==> src/inc/tpa_pkg.sv <==
package tpa_pkg;
  // Channel count and widths
  localparam int unsigned NCH = 4;
  localparam int unsigned CAP_W = 16;
  localparam int unsigned ACC_W = 8;
  localparam int unsigned DLY_W = 8;

  // Register byte addresses
  localparam logic [7:0] ADDR_EDGE = 8'h00;
  localparam logic [7:0] ADDR_CTRL = 8'h04;
  localparam logic [7:0] ADDR_CMP = 8'h08;
  localparam logic [7:0] ADDR_FORCE = 8'h0c;
  localparam logic [7:0] ADDR_DELAY = 8'h10;
  localparam logic [7:0] ADDR_ACC = 8'h14;
  localparam logic [7:0] ADDR_HOLD = 8'h18;
  localparam logic [7:0] ADDR_CAP0 = 8'h20;
  localparam logic [7:0] ADDR_CAP3 = 8'h2c;

  // Control register bit positions
  localparam int unsigned CTRL_TEN = 0;
  localparam int unsigned CTRL_SAT = 1;
  localparam int unsigned CTRL_QUEUE = 2;
  localparam int unsigned CTRL_WIDE_LO = 3;
  localparam int unsigned CTRL_WIDE_HI = 4;
  localparam int unsigned CTRL_LATCH = 5;
  localparam int unsigned CTRL_W = 5;

  // Reset values
  localparam logic [7:0] EDGE_RST = 8'h00;
  localparam logic [CTRL_W-1:0] CTRL_RST = 5'h00;
  localparam logic [DLY_W-1:0] DELAY_RST = 8'h00;
  localparam logic [15:0] CMP_RST = 16'h0000;
  localparam logic [ACC_W-1:0] ACC_MAX = 8'hff;

  // Edge select encodings
  localparam logic [1:0] EDGE_OFF = 2'h0;
  localparam logic [1:0] EDGE_RISE = 2'h1;
  localparam logic [1:0] EDGE_FALL = 2'h2;
  localparam logic [1:0] EDGE_ANY = 2'h3;

  // Compare output actions as {mode, level}
  localparam logic [1:0] ACT_NONE = 2'h0;
  localparam logic [1:0] ACT_TOGGLE = 2'h1;
  localparam logic [1:0] ACT_CLEAR = 2'h2;
  localparam logic [1:0] ACT_SET = 2'h3;

  // Compare configuration register layout
  typedef struct packed {
    logic [3:0] level;
    logic [3:0] mode;
    logic [3:0] disc;
    logic [3:0] sel;
  } tpa_cmp_cfg_t;
endpackage

==> src/hw/tpa_top.sv <==
`timescale 1ns/10ps
// Behaviour
// - Pulses between delay-1 and delay cycles may pass or be dropped.
// - Pulses lasting at least the delay count are always accepted.
// - Disconnect bit set keeps compare output off the pin.
// - Disconnect bits reset to zero so compare drives once enabled.
// - Force bit performs a compare action on the internal output state.
// - Clearing disconnect hands pin to compare logic with its held state.
// - Four 8-bit accumulators with 8-bit holding registers on channels 3..0.
// - Each accumulator increments once per active edge on its channel.
// - Saturation bit stops 8-bit accumulators at 0xff.
// - Each accumulator pair can work as one 16-bit accumulator.
// - Second wide accumulator counts channel 2 events, edges from select bits 5:4.
// - Latch mode copies to holding and clears on latch events.
// - Queue mode copies accumulator to holding on capture register read.
// - Edge select register holds two bits per channel, always accessible.
// - Edge select register resets to zero.
module tpa_top #(
  parameter int unsigned DLY_W = tpa_pkg::DLY_W
) (
  input wire logic ref_clk,
  input wire logic rstn,
  input wire logic [7:0] paddr,
  input wire logic psel,
  input wire logic penable,
  input wire logic pwrite,
  input wire logic [31:0] pwdata,
  input wire logic [3:0] pstrb,
  output logic [31:0] prdata,
  output logic pready,
  output logic pslverr,
  input wire logic [3:0] timer_in,
  input wire logic mdc_zero,
  input wire logic mdc_load_zero,
  output logic [3:0] oc_pin_o,
  output logic [3:0] oc_pin_oe_n
);
  localparam int unsigned NCH = tpa_pkg::NCH;

  logic [1:0] rst_sync_q;
  logic rst_n;
  logic [7:0] edge_q;
  logic [tpa_pkg::CTRL_W-1:0] ctrl_q;
  tpa_pkg::tpa_cmp_cfg_t cmp_q;
  logic [DLY_W-1:0] dly_q;
  logic [tpa_pkg::CAP_W-1:0] tcnt_q;
  logic [tpa_pkg::CAP_W-1:0] cap_q [NCH];
  logic [tpa_pkg::ACC_W-1:0] acc_q [NCH];
  logic [tpa_pkg::ACC_W-1:0] hold_q [NCH];
  logic [DLY_W-1:0] flt_cnt_q [NCH];
  logic [NCH-1:0] filt_q, filt_p_q, state_q, hit, inc, carry, qread, force_cmp, drive;
  logic [31:0] prdata_q, rdata, wmask, wnew;
  logic pready_q, pslverr_q, access, done, wr, unmapped, latch_ev, timer_enable_bit, queue;
  logic [1:0] wide;

  // Reset release through two flops; assertion stays asynchronous
  always_ff @(posedge ref_clk or negedge rstn) begin
    if (!rstn) begin
      rst_sync_q <= 2'h0;
    end else begin
      rst_sync_q <= {rst_sync_q[0], 1'b1};
    end
  end
  assign rst_n = rst_sync_q[1];

  // Bus phases: one wait state so read data can come from a flop
  assign access = psel & penable;
  assign done = access & pready_q;
  assign wr = done & pwrite & ~pslverr_q;
  assign wmask = {{8{pstrb[3]}}, {8{pstrb[2]}}, {8{pstrb[1]}}, {8{pstrb[0]}}};
  assign timer_enable_bit = ctrl_q[tpa_pkg::CTRL_TEN];
  assign queue = ctrl_q[tpa_pkg::CTRL_QUEUE];
  assign wide = {ctrl_q[tpa_pkg::CTRL_WIDE_HI], ctrl_q[tpa_pkg::CTRL_WIDE_LO]};

  // Written lanes over the current value; the read mux already selects it
  assign wnew = (rdata & ~wmask) | (pwdata & wmask);

  // Address decode and read mux
  always_comb begin
    rdata = 32'h0000_0000;
    unmapped = 1'b0;
    case (paddr)
      tpa_pkg::ADDR_EDGE: rdata = {24'h00_0000, edge_q};
      tpa_pkg::ADDR_CTRL: rdata = {27'h000_0000, ctrl_q};
      tpa_pkg::ADDR_CMP: rdata = {16'h0000, cmp_q};
      tpa_pkg::ADDR_FORCE: rdata = {24'h00_0000, state_q, 4'h0};
      tpa_pkg::ADDR_DELAY: rdata = 32'(dly_q);
      tpa_pkg::ADDR_ACC: rdata = {acc_q[3], acc_q[2], acc_q[1], acc_q[0]};
      tpa_pkg::ADDR_HOLD: rdata = {hold_q[3], hold_q[2], hold_q[1], hold_q[0]};
      default: begin
        if (paddr >= tpa_pkg::ADDR_CAP0 && paddr <= tpa_pkg::ADDR_CAP3 && paddr[1:0] == 2'h0) begin
          rdata = {16'h0000, cap_q[paddr[3:2]]};
        end else begin
          unmapped = 1'b1;
        end
      end
    endcase
  end

  // Answer flops: data and error settle during the wait state
  always_ff @(posedge ref_clk or negedge rst_n) begin
    if (!rst_n) begin
      pready_q <= 1'b0;
      prdata_q <= 32'h0000_0000;
      pslverr_q <= 1'b0;
    end else begin
      pready_q <= access & ~pready_q;
      if (access && !pready_q) begin
        prdata_q <= pwrite ? 32'h0000_0000 : rdata;
        pslverr_q <= unmapped;
      end else if (!access) begin
        pslverr_q <= 1'b0;
      end
    end
  end
  assign prdata = prdata_q;
  assign pready = pready_q;
  assign pslverr = pslverr_q;

  // Software registers; edge select writable any time
  always_ff @(posedge ref_clk or negedge rst_n) begin
    if (!rst_n) begin
      edge_q <= tpa_pkg::EDGE_RST;
      ctrl_q <= tpa_pkg::CTRL_RST;
      cmp_q <= tpa_pkg::CMP_RST;
      dly_q <= DLY_W'(tpa_pkg::DELAY_RST);
    end else if (wr) begin
      case (paddr)
        tpa_pkg::ADDR_EDGE: edge_q <= wnew[7:0];
        tpa_pkg::ADDR_CTRL: ctrl_q <= wnew[tpa_pkg::CTRL_W-1:0];
        tpa_pkg::ADDR_CMP: cmp_q <= wnew[15:0];
        tpa_pkg::ADDR_DELAY: dly_q <= wnew[DLY_W-1:0];
        default: ;
      endcase
    end
  end

  // Latch bit is a strobe, never stored; counter events join it
  assign latch_ev = mdc_zero | mdc_load_zero |
    (wr && paddr == tpa_pkg::ADDR_CTRL && pstrb[0] && pwdata[tpa_pkg::CTRL_LATCH]);

  // Free-running timebase for capture and compare
  always_ff @(posedge ref_clk or negedge rst_n) begin
    if (!rst_n) begin
      tcnt_q <= 16'h0000;
    end else if (timer_enable_bit) begin
      tcnt_q <= tcnt_q + 16'h0001;
    end
  end

  genvar i;
  for (i = 0; i < NCH; i++) begin : g_ch
    logic [1:0] esel, act;
    logic rise, fall;
    assign esel = edge_q[2*i+1:2*i];
    assign rise = filt_q[i] & ~filt_p_q[i];
    assign fall = ~filt_q[i] & filt_p_q[i];
    // Active edge decode per select code
    always_comb begin
      case (esel)
        tpa_pkg::EDGE_RISE: hit[i] = rise;
        tpa_pkg::EDGE_FALL: hit[i] = fall;
        tpa_pkg::EDGE_ANY: hit[i] = rise | fall;
        default: hit[i] = 1'b0;
      endcase
    end

    // Delay filter: a level must persist for the full count to pass
    always_ff @(posedge ref_clk or negedge rst_n) begin
      if (!rst_n) begin
        flt_cnt_q[i] <= '0;
        filt_q[i] <= 1'b0;
        filt_p_q[i] <= 1'b0;
      end else begin
        filt_p_q[i] <= filt_q[i];
        if (timer_in[i] == filt_q[i]) begin
          flt_cnt_q[i] <= '0;
        end else if (flt_cnt_q[i] + 1'b1 >= dly_q || dly_q == '0) begin
          filt_q[i] <= timer_in[i];
          flt_cnt_q[i] <= '0;
        end else begin
          flt_cnt_q[i] <= flt_cnt_q[i] + 1'b1;
        end
      end
    end

    // Upper half of a wide pair counts lower overflow only
    if (i % 2 == 1) begin : g_hi
      assign inc[i] = wide[i/2] ? carry[i-1] : hit[i];
    end else begin : g_lo
      assign inc[i] = hit[i];
    end
    assign carry[i] = inc[i] & (acc_q[i] == tpa_pkg::ACC_MAX);
    assign qread[i] = done & ~pwrite & (paddr == tpa_pkg::ADDR_CAP0 + 8'(4 * i));

    // Accumulator and holding register; latch clear outranks a same-cycle edge
    always_ff @(posedge ref_clk or negedge rst_n) begin
      if (!rst_n) begin
        acc_q[i] <= '0;
        hold_q[i] <= '0;
      end else if (latch_ev && !queue) begin
        hold_q[i] <= acc_q[i];
        acc_q[i] <= '0;
      end else begin
        if (queue && qread[i]) begin
          hold_q[i] <= acc_q[i];
        end
        if (inc[i] && !(ctrl_q[tpa_pkg::CTRL_SAT] && !wide[i/2] && carry[i])) begin
          acc_q[i] <= acc_q[i] + 1'b1;
        end
      end
    end

    // Capture on input channels, compare value written by software
    always_ff @(posedge ref_clk or negedge rst_n) begin
      if (!rst_n) begin
        cap_q[i] <= '0;
      end else if (wr && paddr == tpa_pkg::ADDR_CAP0 + 8'(4 * i)) begin
        cap_q[i] <= wnew[15:0];
      end else if (!cmp_q.sel[i] && timer_enable_bit && hit[i]) begin
        cap_q[i] <= tcnt_q;
      end
    end

    // Compare action, also run by a force write regardless of pin state
    assign act = {cmp_q.mode[i], cmp_q.level[i]};
    assign force_cmp[i] = wr && paddr == tpa_pkg::ADDR_FORCE && pstrb[0] && pwdata[i];
    always_ff @(posedge ref_clk or negedge rst_n) begin
      if (!rst_n) begin
        state_q[i] <= 1'b0;
      end else if (cmp_q.sel[i] && timer_enable_bit && (force_cmp[i] || tcnt_q == cap_q[i])) begin
        case (act)
          tpa_pkg::ACT_TOGGLE: state_q[i] <= ~state_q[i];
          tpa_pkg::ACT_CLEAR: state_q[i] <= 1'b0;
          tpa_pkg::ACT_SET: state_q[i] <= 1'b1;
          default: state_q[i] <= state_q[i];
        endcase
      end
    end

    // Pin hand-over; the port logic outside drives while we release
    assign drive[i] = cmp_q.sel[i] & timer_enable_bit & ~cmp_q.disc[i];
    always_ff @(posedge ref_clk or negedge rst_n) begin
      if (!rst_n) begin
        oc_pin_o[i] <= 1'b0;
        oc_pin_oe_n[i] <= 1'b1;
      end else begin
        oc_pin_o[i] <= drive[i] & state_q[i];
        oc_pin_oe_n[i] <= ~drive[i];
      end
    end
  end
endmodule

==> config.mk <==
export PLATFORM = sky130hd
export DESIGN_NAME = tpa_top
export DESIGN_NICKNAME = d
export VERILOG_FILES = /design/src/inc/tpa_pkg.sv /design/src/hw/tpa_top.sv
export SDC_FILE = /design/constraint.sdc
export NUM_CORES = 1
export LEC_CHECK = 0
export ABC_AREA = 1
export BUFFER_PORTS_ARGS = -buffer_cell sky130_fd_sc_hd__clkbuf_2
export CAP_MARGIN = 10
export CORE_MARGIN = 8
export CORE_UTILIZATION = 56
export DETAILED_ROUTE_END_ITERATION = 8
export GPL_ROUTABILITY_DRIVEN = 1
export GPL_TIMING_DRIVEN = 0
export PLACE_DENSITY = 0.86
export SLEW_MARGIN = 0
export SYNTH_ARGS = -nofsm -noshare
export SYNTH_HDL_FRONTEND = slang
export SYNTH_SLANG_ARGS = --single-unit
==> constraint.sdc <==
create_clock -name ref_clk -period 7.6 [get_ports ref_clk]
set_clock_uncertainty 0.2 [all_clocks]
set_input_delay 1.52 -clock ref_clk [delete_from_list [all_inputs] [get_ports ref_clk]]
set_output_delay 1.52 -clock ref_clk [all_outputs]
set_load 0.03 [all_outputs]
==> metrics.md, run 1 <==
| Metric | Value |
|---|---|
| Outcome | `finished, final reports clean` |
| Fraction of layout cells with a size suffix above 1 | `a little over a tenth` |
| Post-Synth Simple-Gate Area | `about 30%` |
| CTS resizes | `0` |
| Total Routed Length | `47,100 µm` |
| Clk_lat worst skew | `0.56 ns` |
| Endpoints failing setup | `0` |
| WP data arrival | `3.85 ns` |
| Max_cap viols | `0` |
| Post-CTS setup repair buffer count | `0` |
| Endpoint type of the worst setup path | `flip-flop` |
| Synth warn | `0` |
| Ys flop type | `dfrtp_1` |
| Post-route cell area | `roughly 17,000 µm²` |
| Via/cell ratio | `5.93` |
| Setup repair after global routing missed its margin | `no` |
| Synth cell types | `47` |
| Worst min path class | `flip-flop to flip-flop` |
| IO Pins | `97` |
| Post-Syn Area | `between 15,000 and 20,000 µm²` |
| Most frequent cell on the critical path | `nand2_1` |
| Drt pass-1 iters | `6` |
| Path type of the worst setup path | `input port to flip-flop` |
| Tmin final | `3.56 ns` |
| Period utilization | `around 47%` |
| Cells on Worst Hold Path | `0` |
| Layout Cells excl Fill | `around 2,400` |
| Max stage delay on crit path | `between 0.5 and 0.6 ns` |
| Hold_sp | `rst_sync_q[0]` |
| Row count | `60` |
| Mux cell area share after synthesis | `0%` |
| WL/cell | `19.4 µm` |
| DP Cell Count | `2,371` |
| TritonCTS Buffers | `29` |
| FFs w/ async S/R, synth | `100%` |
| Max H-tree Level | `1` |
| Mean Syn Cell Area | `7.80 µm²` |
| Die Y | `between 150 and 200 µm` |
| DRC | `0` |
| Synth Area in XOR/XNOR | `under 10%` |
| Max-slew violation count | `0` |
| Max transition margin | `roughly 49%` |
| F_max | `approximately 280 MHz` |
| R2R cell count | `12` |
| First-pass GRT wire length | `roughly 74,000 µm` |
| Clk buf depth | `3` |
| Post-Synth Adder-Cell Area | `4.03%` |
| Antenna violations before repair | `0` |
| Leakage | `roughly 8.6 nW` |
| Critical Path RT | `7.89 ns` |
| TNS Setup | `0 ns` |
| Post-DRT Antenna Nets | `0` |
| Crit Reg-Reg Startpoint | `filt_q[0]` |
| Worst path slowest cell | `nand4_1` |
| Peak VDD IR | `between 0.1 and 0.15 mV` |
| Combinational family with the most area after synthesis | `simple AND/OR/NAND/NOR gates` |
| TritonCTS clock tree | `built` |
| Total GRT Usage | `28.1%` |
| Slew at the pin closest to its max-slew limit | `about 0.76 ns` |
| Number of port buffers | `75` |
| Synth Area in Compound Gates | `between 9 and 10%` |
| Hold-fix buffers at CTS | `0` |
| Hold Fails Final Rpt | `0` |
| Net count reported at finish | `roughly 2,200` |
| Syn-to-layout area delta | `12.5%` |
| Global placer's final weighted congestion | `1.03` |
| Mapped Cells | `1,951` |
| Iteration-0 DRC Markers | `1,425` |
| Placed Area | `16,100 µm²` |
| Post-synth EDFFs | `0` |
| Largest net degree at the start of global routing | `72` |
| Sequential share of the synthesized area | `roughly 44%` |
| Crit-path leading delay family | `simple AND/OR/NAND/NOR gates` |
| Levels on crit path | `10` |
| Register clock-pin slew on the reported worst setup and hold paths | `0.06 ns` |
| Critical-path maximum fanout | `10` |
| Initial Utilization | `56.8%` |
| Worst setup startpoint | `paddr[1]` |
| Vias in the first global route | `13,900` |
| Final HPWL DP | `35,300 µm` |
| Die X | `181 µm` |
| Clk root buf | `clkbuf_16` |
| Overflow after GRT | `0` |
| CP Cell Sequence | `clkbuf_2, nor2_2, nand4_1, inv_2, o21ai_0, nand3_1, nand2_1, nand2_2, nand2_1, nand2_1` |
| Via count | `roughly 14,000` |
| FF+latch count, synth | `269` |
| Clock tree sinks | `269` |
| Core ar. | `~27,000 µm²` |
| Ant. Diodes | `0` |
| Die ar. | `between 30,000 and 40,000 µm²` |
| Syn_nets | `about 2,100` |
| Worst Path Buf+Inv | `2` |
| CP startpoint kind | `input port` |
| Cell Pwr Density | `202 nW/µm²` |
-- worst reg2reg max path, cell delays in order, from the launching register on --
cell and delay, ns:
dfrtp_1 0.41, inv_1 0.09, ha_1 0.22, a21oi_1 0.17
nand2_1 0.07, nand2_1 0.17, inv_1 0.12, nand3_1 0.27
nand2_1 0.11, inv_2 0.22, clkbuf_1 0.59, nand2_1 0.15
nand2_1 0.11
-- per-stage QoR --
step           worst slack (ns)  power, mW  util [%]  hold slack [ns]
6_report                   4.04       3.46      63.9            0.152
2_1_floorplan              2.99       1.85         -            0.131
5_1_grt                    4.01       3.58      63.9            0.167
3_5_place_dp               3.68       1.99      60.2            0.141
4_1_cts                    4.24       3.47      63.9            0.156
3_3_place_gp               1.35       1.95      59.8            0.136
-- layout by cell type (no fill, tap or decap), types with 32 or more instances in the layout --
cell	synthesis	routed
clkbuf_2	0	75
dfrtp_1	265	264
ha_1	49	49
inv_1	196	196
o21ai_0	114	114
nand2_1	553	553
a21oi_1	63	63
xnor2_1	63	63
nor2_1	111	111
nor3_1	38	38
xor2_1	41	41
clkbuf_1	25	32
nand4_1	40	40
nand3_1	187	187
-- layer usage --
metal	share of wire [%]	vias up	wire [µm]	global-route usage, %
met5	0	-	0	0
met1	39	6850	18600	35.8
li1	-	6584	-	-
met3	9.3	142	4400	4.93
met4	4.4	0	2080	12.2
met2	47	796	22000	46.5
-- registers in the layout, indices dropped and copies added (netlist names), 8 cells and up --
register   flops
cmp_q         16
edge_q         8
flt_cnt_q     32
prdata        32
hold_q        32
cap_q         64
acc_q         32
dly_q          8
tcnt_q        16
-- final cells by class --
type	count	area [µm²]
Fill cell	2254	9670
Multi-Input combinational cell	1403	7350
Sequential cell	269	6740
Clock buffer	41	821
Inverter	210	791
Timing Repair Buffer	79	485
Tap cell	341	427
Buffer	69	347
Clock inverter	12	170
-- power breakdown --
group | total [mW] | internal, mW | leakage [nW] | switching, mW
sequential | 1.59 | 1.51 | 3.34 | 0.0791
clock | 1.48 | 0.886 | 0.486 | 0.598
combinational | 0.389 | 0.139 | 4.82 | 0.249
total | 3.46 | 2.54 | 8.65 | 0.927
-- synth_stat cells, types with 9 or more instances --
| master | instances | share of area (%) |
|---|---|---|
| nand2_2 | 9 | 0.37 |
| nand2_1 | 553 | 14 |
| o21ai_0 | 114 | 3.7 |
| dfrtp_1 | 265 | 44 |
| a21oi_1 | 63 | 2.1 |
| a22o_1 | 20 | 1.2 |
| nand4_1 | 40 | 1.6 |
| buf_1 | 10 | 0.25 |
| nand3b_1 | 9 | 0.44 |
| o22ai_1 | 11 | 0.45 |
| inv_1 | 196 | 4.8 |
| a31oi_1 | 9 | 0.37 |
| clkbuf_1 | 25 | 0.62 |
| ha_1 | 49 | 4.0 |
| nor2_1 | 111 | 2.7 |
| or2_2 | 12 | 0.49 |
| xnor2_1 | 63 | 3.6 |
| nand3_1 | 187 | 6.1 |
| inv_2 | 12 | 0.30 |
| nor3_1 | 38 | 1.2 |
| xor2_1 | 41 | 2.4 |
| o21ai_1 | 14 | 0.46 |
| nor3b_1 | 11 | 0.54 |
| buf_2 | 25 | 0.82 |
-- path summary, 6_finish.rpt --
check	end	slack (ns)
setup reg to reg	cap_q[50]	4.63
hold reg to reg	rst_sync_q[1]	0.15
min in group asynchronous	cap_q[1]	0.17
setup / recovery	cap_q[21]	4.04
max in group asynchronous	oc_pin_oe_n[3]	5.91
hold / removal	rst_sync_q[1]	0.15
-- kinds of logic after synthesis --
family | Yosys count
adder cells (fa/ha/maj) | 49
flip-flops | 269
other | 1
buffers and inverters | 279
AND/OR/NAND/NOR | 1003
AO/OA/AOI/OAI | 246
XOR/XNOR | 104
(Power assumes the default switching activity.)
==> run 2, diff against run 1 <==
Clock period 7.6 ns to 3 ns, I/O delays scaled along.
==> run 2 against run 1 <==
Against the previous run: clock power increased to 2.6 times the previous value; setup slack got worse by 4.0 ns; largest power group unchanged; final area rose by 0.58%; register-to-register slack got worse by 4.6 ns; combinational power rose by 150%; routed wire length up 1.4%; via count is 0.27% lower; final cell count increased by 0.29%; non-clock buffer count increased by 4; count of clock-buffer cells in the layout stayed put; global-route usage up 0.50 points; die area stayed put; highest routed layer unchanged.
==> metrics.md, run 2 (synthesis results as in run 1) <==
| Metric | Value |
|---|---|
| Critical Path RT | `3.25 ns` |
| Clk root buf | `clkbuf_16` |
| Antenna violations before repair | `0` |
| Initial Utilization | `between 50% and 60%` |
| Max stage delay on crit path | `roughly 0.53 ns` |
| Worst Path Buf+Inv | `2` |
| TritonCTS clock tree | `built` |
| IO Pins | `97` |
| Die Y | `181 µm` |
| Via/cell ratio | `5.90` |
| Fraction of layout cells with a size suffix above 1 | `11.2%` |
| Post-DRT Antenna Nets | `0` |
| Most frequent cell on the critical path | `nand2_1` |
| Die ar. | `32,700 µm²` |
| F_max | `between 300 and 400 MHz` |
| Drt pass-1 iters | `6` |
| DRC | `0` |
| Tmin final | `2.92 ns` |
| Most frequent cells in the layout | `nand2_1, dfrtp_1, inv_1` |
| CP Cell Sequence | `nand3_1, nor3_2, nand2_1, inv_2, buf_4, nand3_1, nand2_1, nand2_1` |
| Met2 usage | `a little under half` |
| Max-slew violation count | `0` |
| Die X | `about 180 µm` |
| Core ar. | `26,800 µm²` |
| Outcome | `finished, final reports clean` |
| WP data arrival | `roughly 3.2 ns` |
| Final Util | `64.3%` |
| Vias in the first global route | `roughly 14,000` |
| Final setup margin | `0.0781 ns` |
| WL/cell | `19.6 µm` |
| Clk buf depth | `3` |
| Total GRT Usage | `28.6%` |
| Net count reported at finish | `between 2,000 and 2,500` |
| Max H-tree Level | `1` |
| Leakage | `a little under 9 nW` |
| Critical-path maximum fanout | `10` |
| Largest net degree at the start of global routing | `70` |
| Gr busiest metal | `met2` |
| Via count | `14,300` |
| Path type of the worst setup path | `flip-flop to flip-flop` |
| Pre-CTS setup slack | `-0.110 ns` |
| Total Routed Length | `47,700 µm` |
| Final HPWL DP | `35,400 µm` |
| Syn-to-layout area delta | `13.2%` |
| Peak VDD IR | `0.479 mV` |
| Setup repair after global routing missed its margin | `no` |
| First-pass GRT wire length | `75,200 µm` |
| Hold Fails Final Rpt | `0` |
| Met3 GRT Util | `4.93%` |
| M1 GR Usage | `37.0%` |
| Slew at the pin closest to its max-slew limit | `about 0.75 ns` |
| Number of port buffers | `75` |
| Endpoint type of the worst setup path | `flip-flop` |
| CP startpoint kind | `flip-flop` |
| Worst path slowest cell | `nor3_2` |
| Worst min path class | `flip-flop to async pin` |
| Cell Pwr Density | `516 nW/µm²` |
| Ant. Diodes | `0` |
| Row count | `60` |
| TritonCTS Buffers | `30` |
| Endpoints failing setup | `0` |
| Register clock-pin slew on the reported worst setup and hold paths | `0.06 ns` |
| Top reg by flops | `cap_q` |
| Global placer's final weighted congestion | `0.972` |
| Clock tree sinks | `269` |
| Crit-path leading delay family | `simple AND/OR/NAND/NOR gates` |
| Overflow after GRT | `0` |
| Max transition margin | `49.6%` |
| Period utilization | `97.4%` |
| Max_cap viols | `0` |
| Max reg flops | `64` |
| Total power | `8.90 mW` |
| Most common cell after layout, fill and taps aside | `nand2_1` |
| Clk_lat worst skew | `~0.56 ns` |
| Iteration-0 DRC Markers | `roughly 1,600` |
==> run 2: cell types whose count changed in the layout (fill, tap and decap cells not counted) <==
cell | previous run | this run
clkinv_2 | 5 | 9
buf_4 | 3 | 6
clkbuf_1 | 32 | 29
clkbuf_16 | 29 | 31
a31oi_1 | 9 | 8
a31oi_2 | 0 | 1
clkbuf_2 | 75 | 76
dlygate4sd3_1 | 0 | 1
inv_6 | 1 | 0
nor3b_1 | 11 | 10
nor3b_2 | 0 | 1
==> run 2: report_power, final <==
group	internal, mW	switching (mW)	leakage, nW
Clock	2.35	1.55	0.520
Sequential	3.83	0.200	3.34
Combinational	0.349	0.619	4.85
Total	6.53	2.37	8.71
==> run 2: path summary, 6_finish.rpt <==
check	startpoint	end	slack, ns	cells past startpoint
min in group ref_clk	timer_in[1]	filt_q[1]	0.09	3
worst min register to register	rst_sync_q[1]	cap_q[16]	0.03	0
worst min-delay path	rst_sync_q[1]	cap_q[16]	0.03	0
max in group asynchronous	rst_sync_q[1]	prdata[20]	1.59	2
worst max-delay path	pready	cap_q[52]	0.08	8
worst max register to register	pready	cap_q[52]	0.08	8
==> run 2: repair_timing <==
| item | CTS | global route |
|---|---|---|
| hold buffers | 1 | 0 |
| hold endpoints to repair | 2 | 0 |
| gates resized for setup | 0 | 4 |
| endpoints found under the setup margin | 0 | 37 |
| buffers inserted | 0 | 3 |
==> run 2: worst register-to-register path, stage by stage (launching register included) <==
cell	delay, ns
dfrtp_1	0.37
nand3_1	0.20
nor3_2	0.53
nand2_1	0.52
inv_2	0.34
buf_4	0.28
nand3_1	0.21
nand2_1	0.12
nand2_1	0.06
==> run 2: per-layer routing <==
layer / share of wire (%) / vias to the layer above
met5: 0 / -
met4: 4.5 / 0
met3: 8.7 / 145
met2: 47 / 754
met1: 40 / 6846
li1: - / 6588
==> run 2: area by class of cell <==
| cell class | count | area, µm² |
|---|---|---|
| plain buffers | 69 | 348 |
| clock buffers | 41 | 863 |
| clock inverters | 15 | 181 |
| fillers | 2230 | 9570 |
| inverters | 210 | 791 |
| multi-input cells | 1403 | 7360 |
| flip-flops and latches | 269 | 6740 |
| well taps | 341 | 427 |
| repair buffers | 83 | 518 |
==> run 2: through the flow <==
step / instance area, µm² / TNS, ns / hold slack, ns / cells
2_1_floorplan: 15200 / 0 / 0.104 / 1951
3_3_place_gp: 16000 / -232.00 / 0.135 / 2367
3_5_place_dp: 16100 / -1.49 / 0.0412 / 2371
4_1_cts: 17200 / 0 / 0.0470 / 2428
5_1_grt: 17200 / 0 / 0.0634 / 2431
6_report: 17200 / 0 / 0.0340 / 2431
==> run 3, diff against run 2 <==
Settings changed: CORE_MARGIN 8 to unset, PLACE_DENSITY 0.86 to unset, PLACE_DENSITY_LB_ADDON set to 0.1.
==> run 3 against run 2 <==
Against the previous run: maximum frequency increased by 5.3%; first-iteration DRC count decreased by 5.3%; die area decreased by 15%; routed wire length decreased by 1.2%; clock power decreased by 5.4%; highest routed layer unchanged; largest cell class unchanged.
==> metrics.md, run 3 (synthesis results as in run 1) <==
| Metric | Value |
|---|---|
| Net count reported at finish | `~2,200` |
| Number of port buffers | `75` |
| Placed Area | `between 15,000 and 20,000 µm²` |
| Leakage | `8.67 nW` |
| Setup repair after global routing missed its margin | `no` |
| Final HPWL DP | `about 35,000 µm` |
| Initial Utilization | `57.8%` |
| Critical-path maximum fanout | `10` |
| Total GRT Usage | `34.4%` |
| Endpoint type of the worst setup path | `flip-flop` |
| Global placer's final weighted congestion | `0.992` |
| Via count | `about 14,000` |
| F_max | `approximately 360 MHz` |
| Post-route cell area | `17,200 µm²` |
| Drt pass-1 iters | `6` |
| Post-DRT Antenna Nets | `0` |
| Final Util | `approximately two thirds` |
| Pre-CTS setup slack | `-0.0604 ns` |
| Most frequent cells in the layout | `nand2_1, dfrtp_1, inv_1` |
| WL/cell | `19.4 µm` |
| Row count | `59` |
| Max H-tree Level | `1` |
| Iteration-0 DRC Markers | `about 1,500` |
| First-pass GRT wire length | `between 70,000 and 80,000 µm` |
| DP Cell Count | `2,365` |
| Most common cell after layout, fill and taps aside | `nand2_1` |
| Syn-to-layout area delta | `12.7%` |
| Die ar. | `27,800 µm²` |
| Largest net degree at the start of global routing | `63` |
| Tmin final | `2.77 ns` |
| Clk_lat worst skew | `between 0.5 and 0.6 ns` |
| Layout Cells excl Fill | `2,427` |
| Max transition margin | `42.0%` |
| Final setup margin | `0.227 ns` |
| Filler cells | `2,362` |
| Clk root buf | `clkbuf_16` |
| WP data arrival | `roughly 3.1 ns` |
| TritonCTS Buffers | `30` |
| Max_cap viols | `0` |
| Die Y | `167 µm` |
| Clk buf depth | `3` |
| Ant. Diodes | `0` |
| Max-slew violation count | `0` |
| Path type of the worst setup path | `flip-flop to flip-flop` |
| Core ar. | `26,400 µm²` |
| Fraction of layout cells with a size suffix above 1 | `10.9%` |
| Cell Pwr Density | `505 nW/µm²` |
| Total power | `8.67 mW` |
| Via/cell ratio | `5.83` |
| TritonCTS clock tree | `built` |
| Register clock-pin slew on the reported worst setup and hold paths | `around 0.06 ns` |
| Clock tree sinks | `about 270` |
| Peak VDD IR | `0.421 mV` |
| Period utilization | `92.4%` |
| Slew at the pin closest to its max-slew limit | `0.864 ns` |
| Max reg flops | `64` |
| Die X | `167 µm` |
| Worst min path class | `input port to flip-flop` |
| Top reg by flops | `cap_q` |
| Critical Path RT | `3.31 ns` |
| Antenna violations before repair | `0` |
| DRC | `0` |
| Outcome | `finished, final reports clean` |
| Hold Fails Final Rpt | `0` |
| Total Routed Length | `47,100 µm` |
| Endpoints failing setup | `0` |
| IO Pins | `97` |
| Overflow after GRT | `0` |
| CP startpoint kind | `flip-flop` |
| Vias in the first global route | `13,700` |
[run 3: repair_timing]
item | 4_1_cts | 5_1_grt
resized for setup | 0 | 1
setup buffers | 0 | 5
endpoints found under the setup margin | 0 | 28
endpoints found under the hold margin | 2 | 0
hold buffers | 1 | 0
[run 3: power breakdown]
group          internal (mW)  switching (mW)  total (mW)  leakage, nW
logic                  0.340           0.604       0.944         4.86
clock network           2.14            1.55        3.69        0.480
registers               3.83           0.199        4.03         3.34
total                   6.31            2.36        8.67         8.67
[run 3: area by class of cell]
type	instances	area [µm²]	share of cell area [%]
flip-flops and latches	269	6740	39.3
multi-input cells	1403	7350	42.9
well taps	335	419	2.44
inverters	210	791	4.61
clock buffers	45	857	4.99
clock inverters	11	119	0.693
repair buffers	85	533	3.11
plain buffers	69	347	2.02
[run 3: critical path: stages (launching register included)]
cell and delay [ns]:
dfrtp_1 0.41, inv_1 0.08, ha_1 0.30, a21oi_1 0.14, o21ai_0 0.10, nand2_1 0.19
nand3_1 0.43, nor2_1 0.35, buf_2 0.31, nand2_1 0.10, nand3_1 0.11
[run 3: through the flow]
stage                     setup TNS [ns]  hold WS [ns]
after floorplan                        0         0.104
after global placement           -246.70         0.140
after detailed placement          -0.315         0.114
after global routing                   0         0.104
after CTS                              0        0.0784
final                                  0        0.0816
[run 3: worst paths after layout]
kind,from,endpoint,slack [ns],cells after the start
worst min-delay path,timer_in[1],filt_q[1],0.08,3
worst min register to register,rst_sync_q[1],tcnt_q[3],0.09,0
min in group asynchronous,rst_sync_q[1],tcnt_q[3],0.09,0
worst max register to register,filt_q[1],cap_q[40],0.23,10
worst max-delay path,filt_q[1],cap_q[40],0.23,10
max in group asynchronous,rst_sync_q[1],oc_pin_oe_n[1],1.14,3
[run 3: per-layer routing]
metal  track usage, %  part of all wire, %  vias up
met2             55.9                   46      683
met1             45.9                   42     6740
met5            0.174                    0        -
met4             13.9                  4.1        0
li1                 -                    -     6583
met3             5.58                  8.4      142
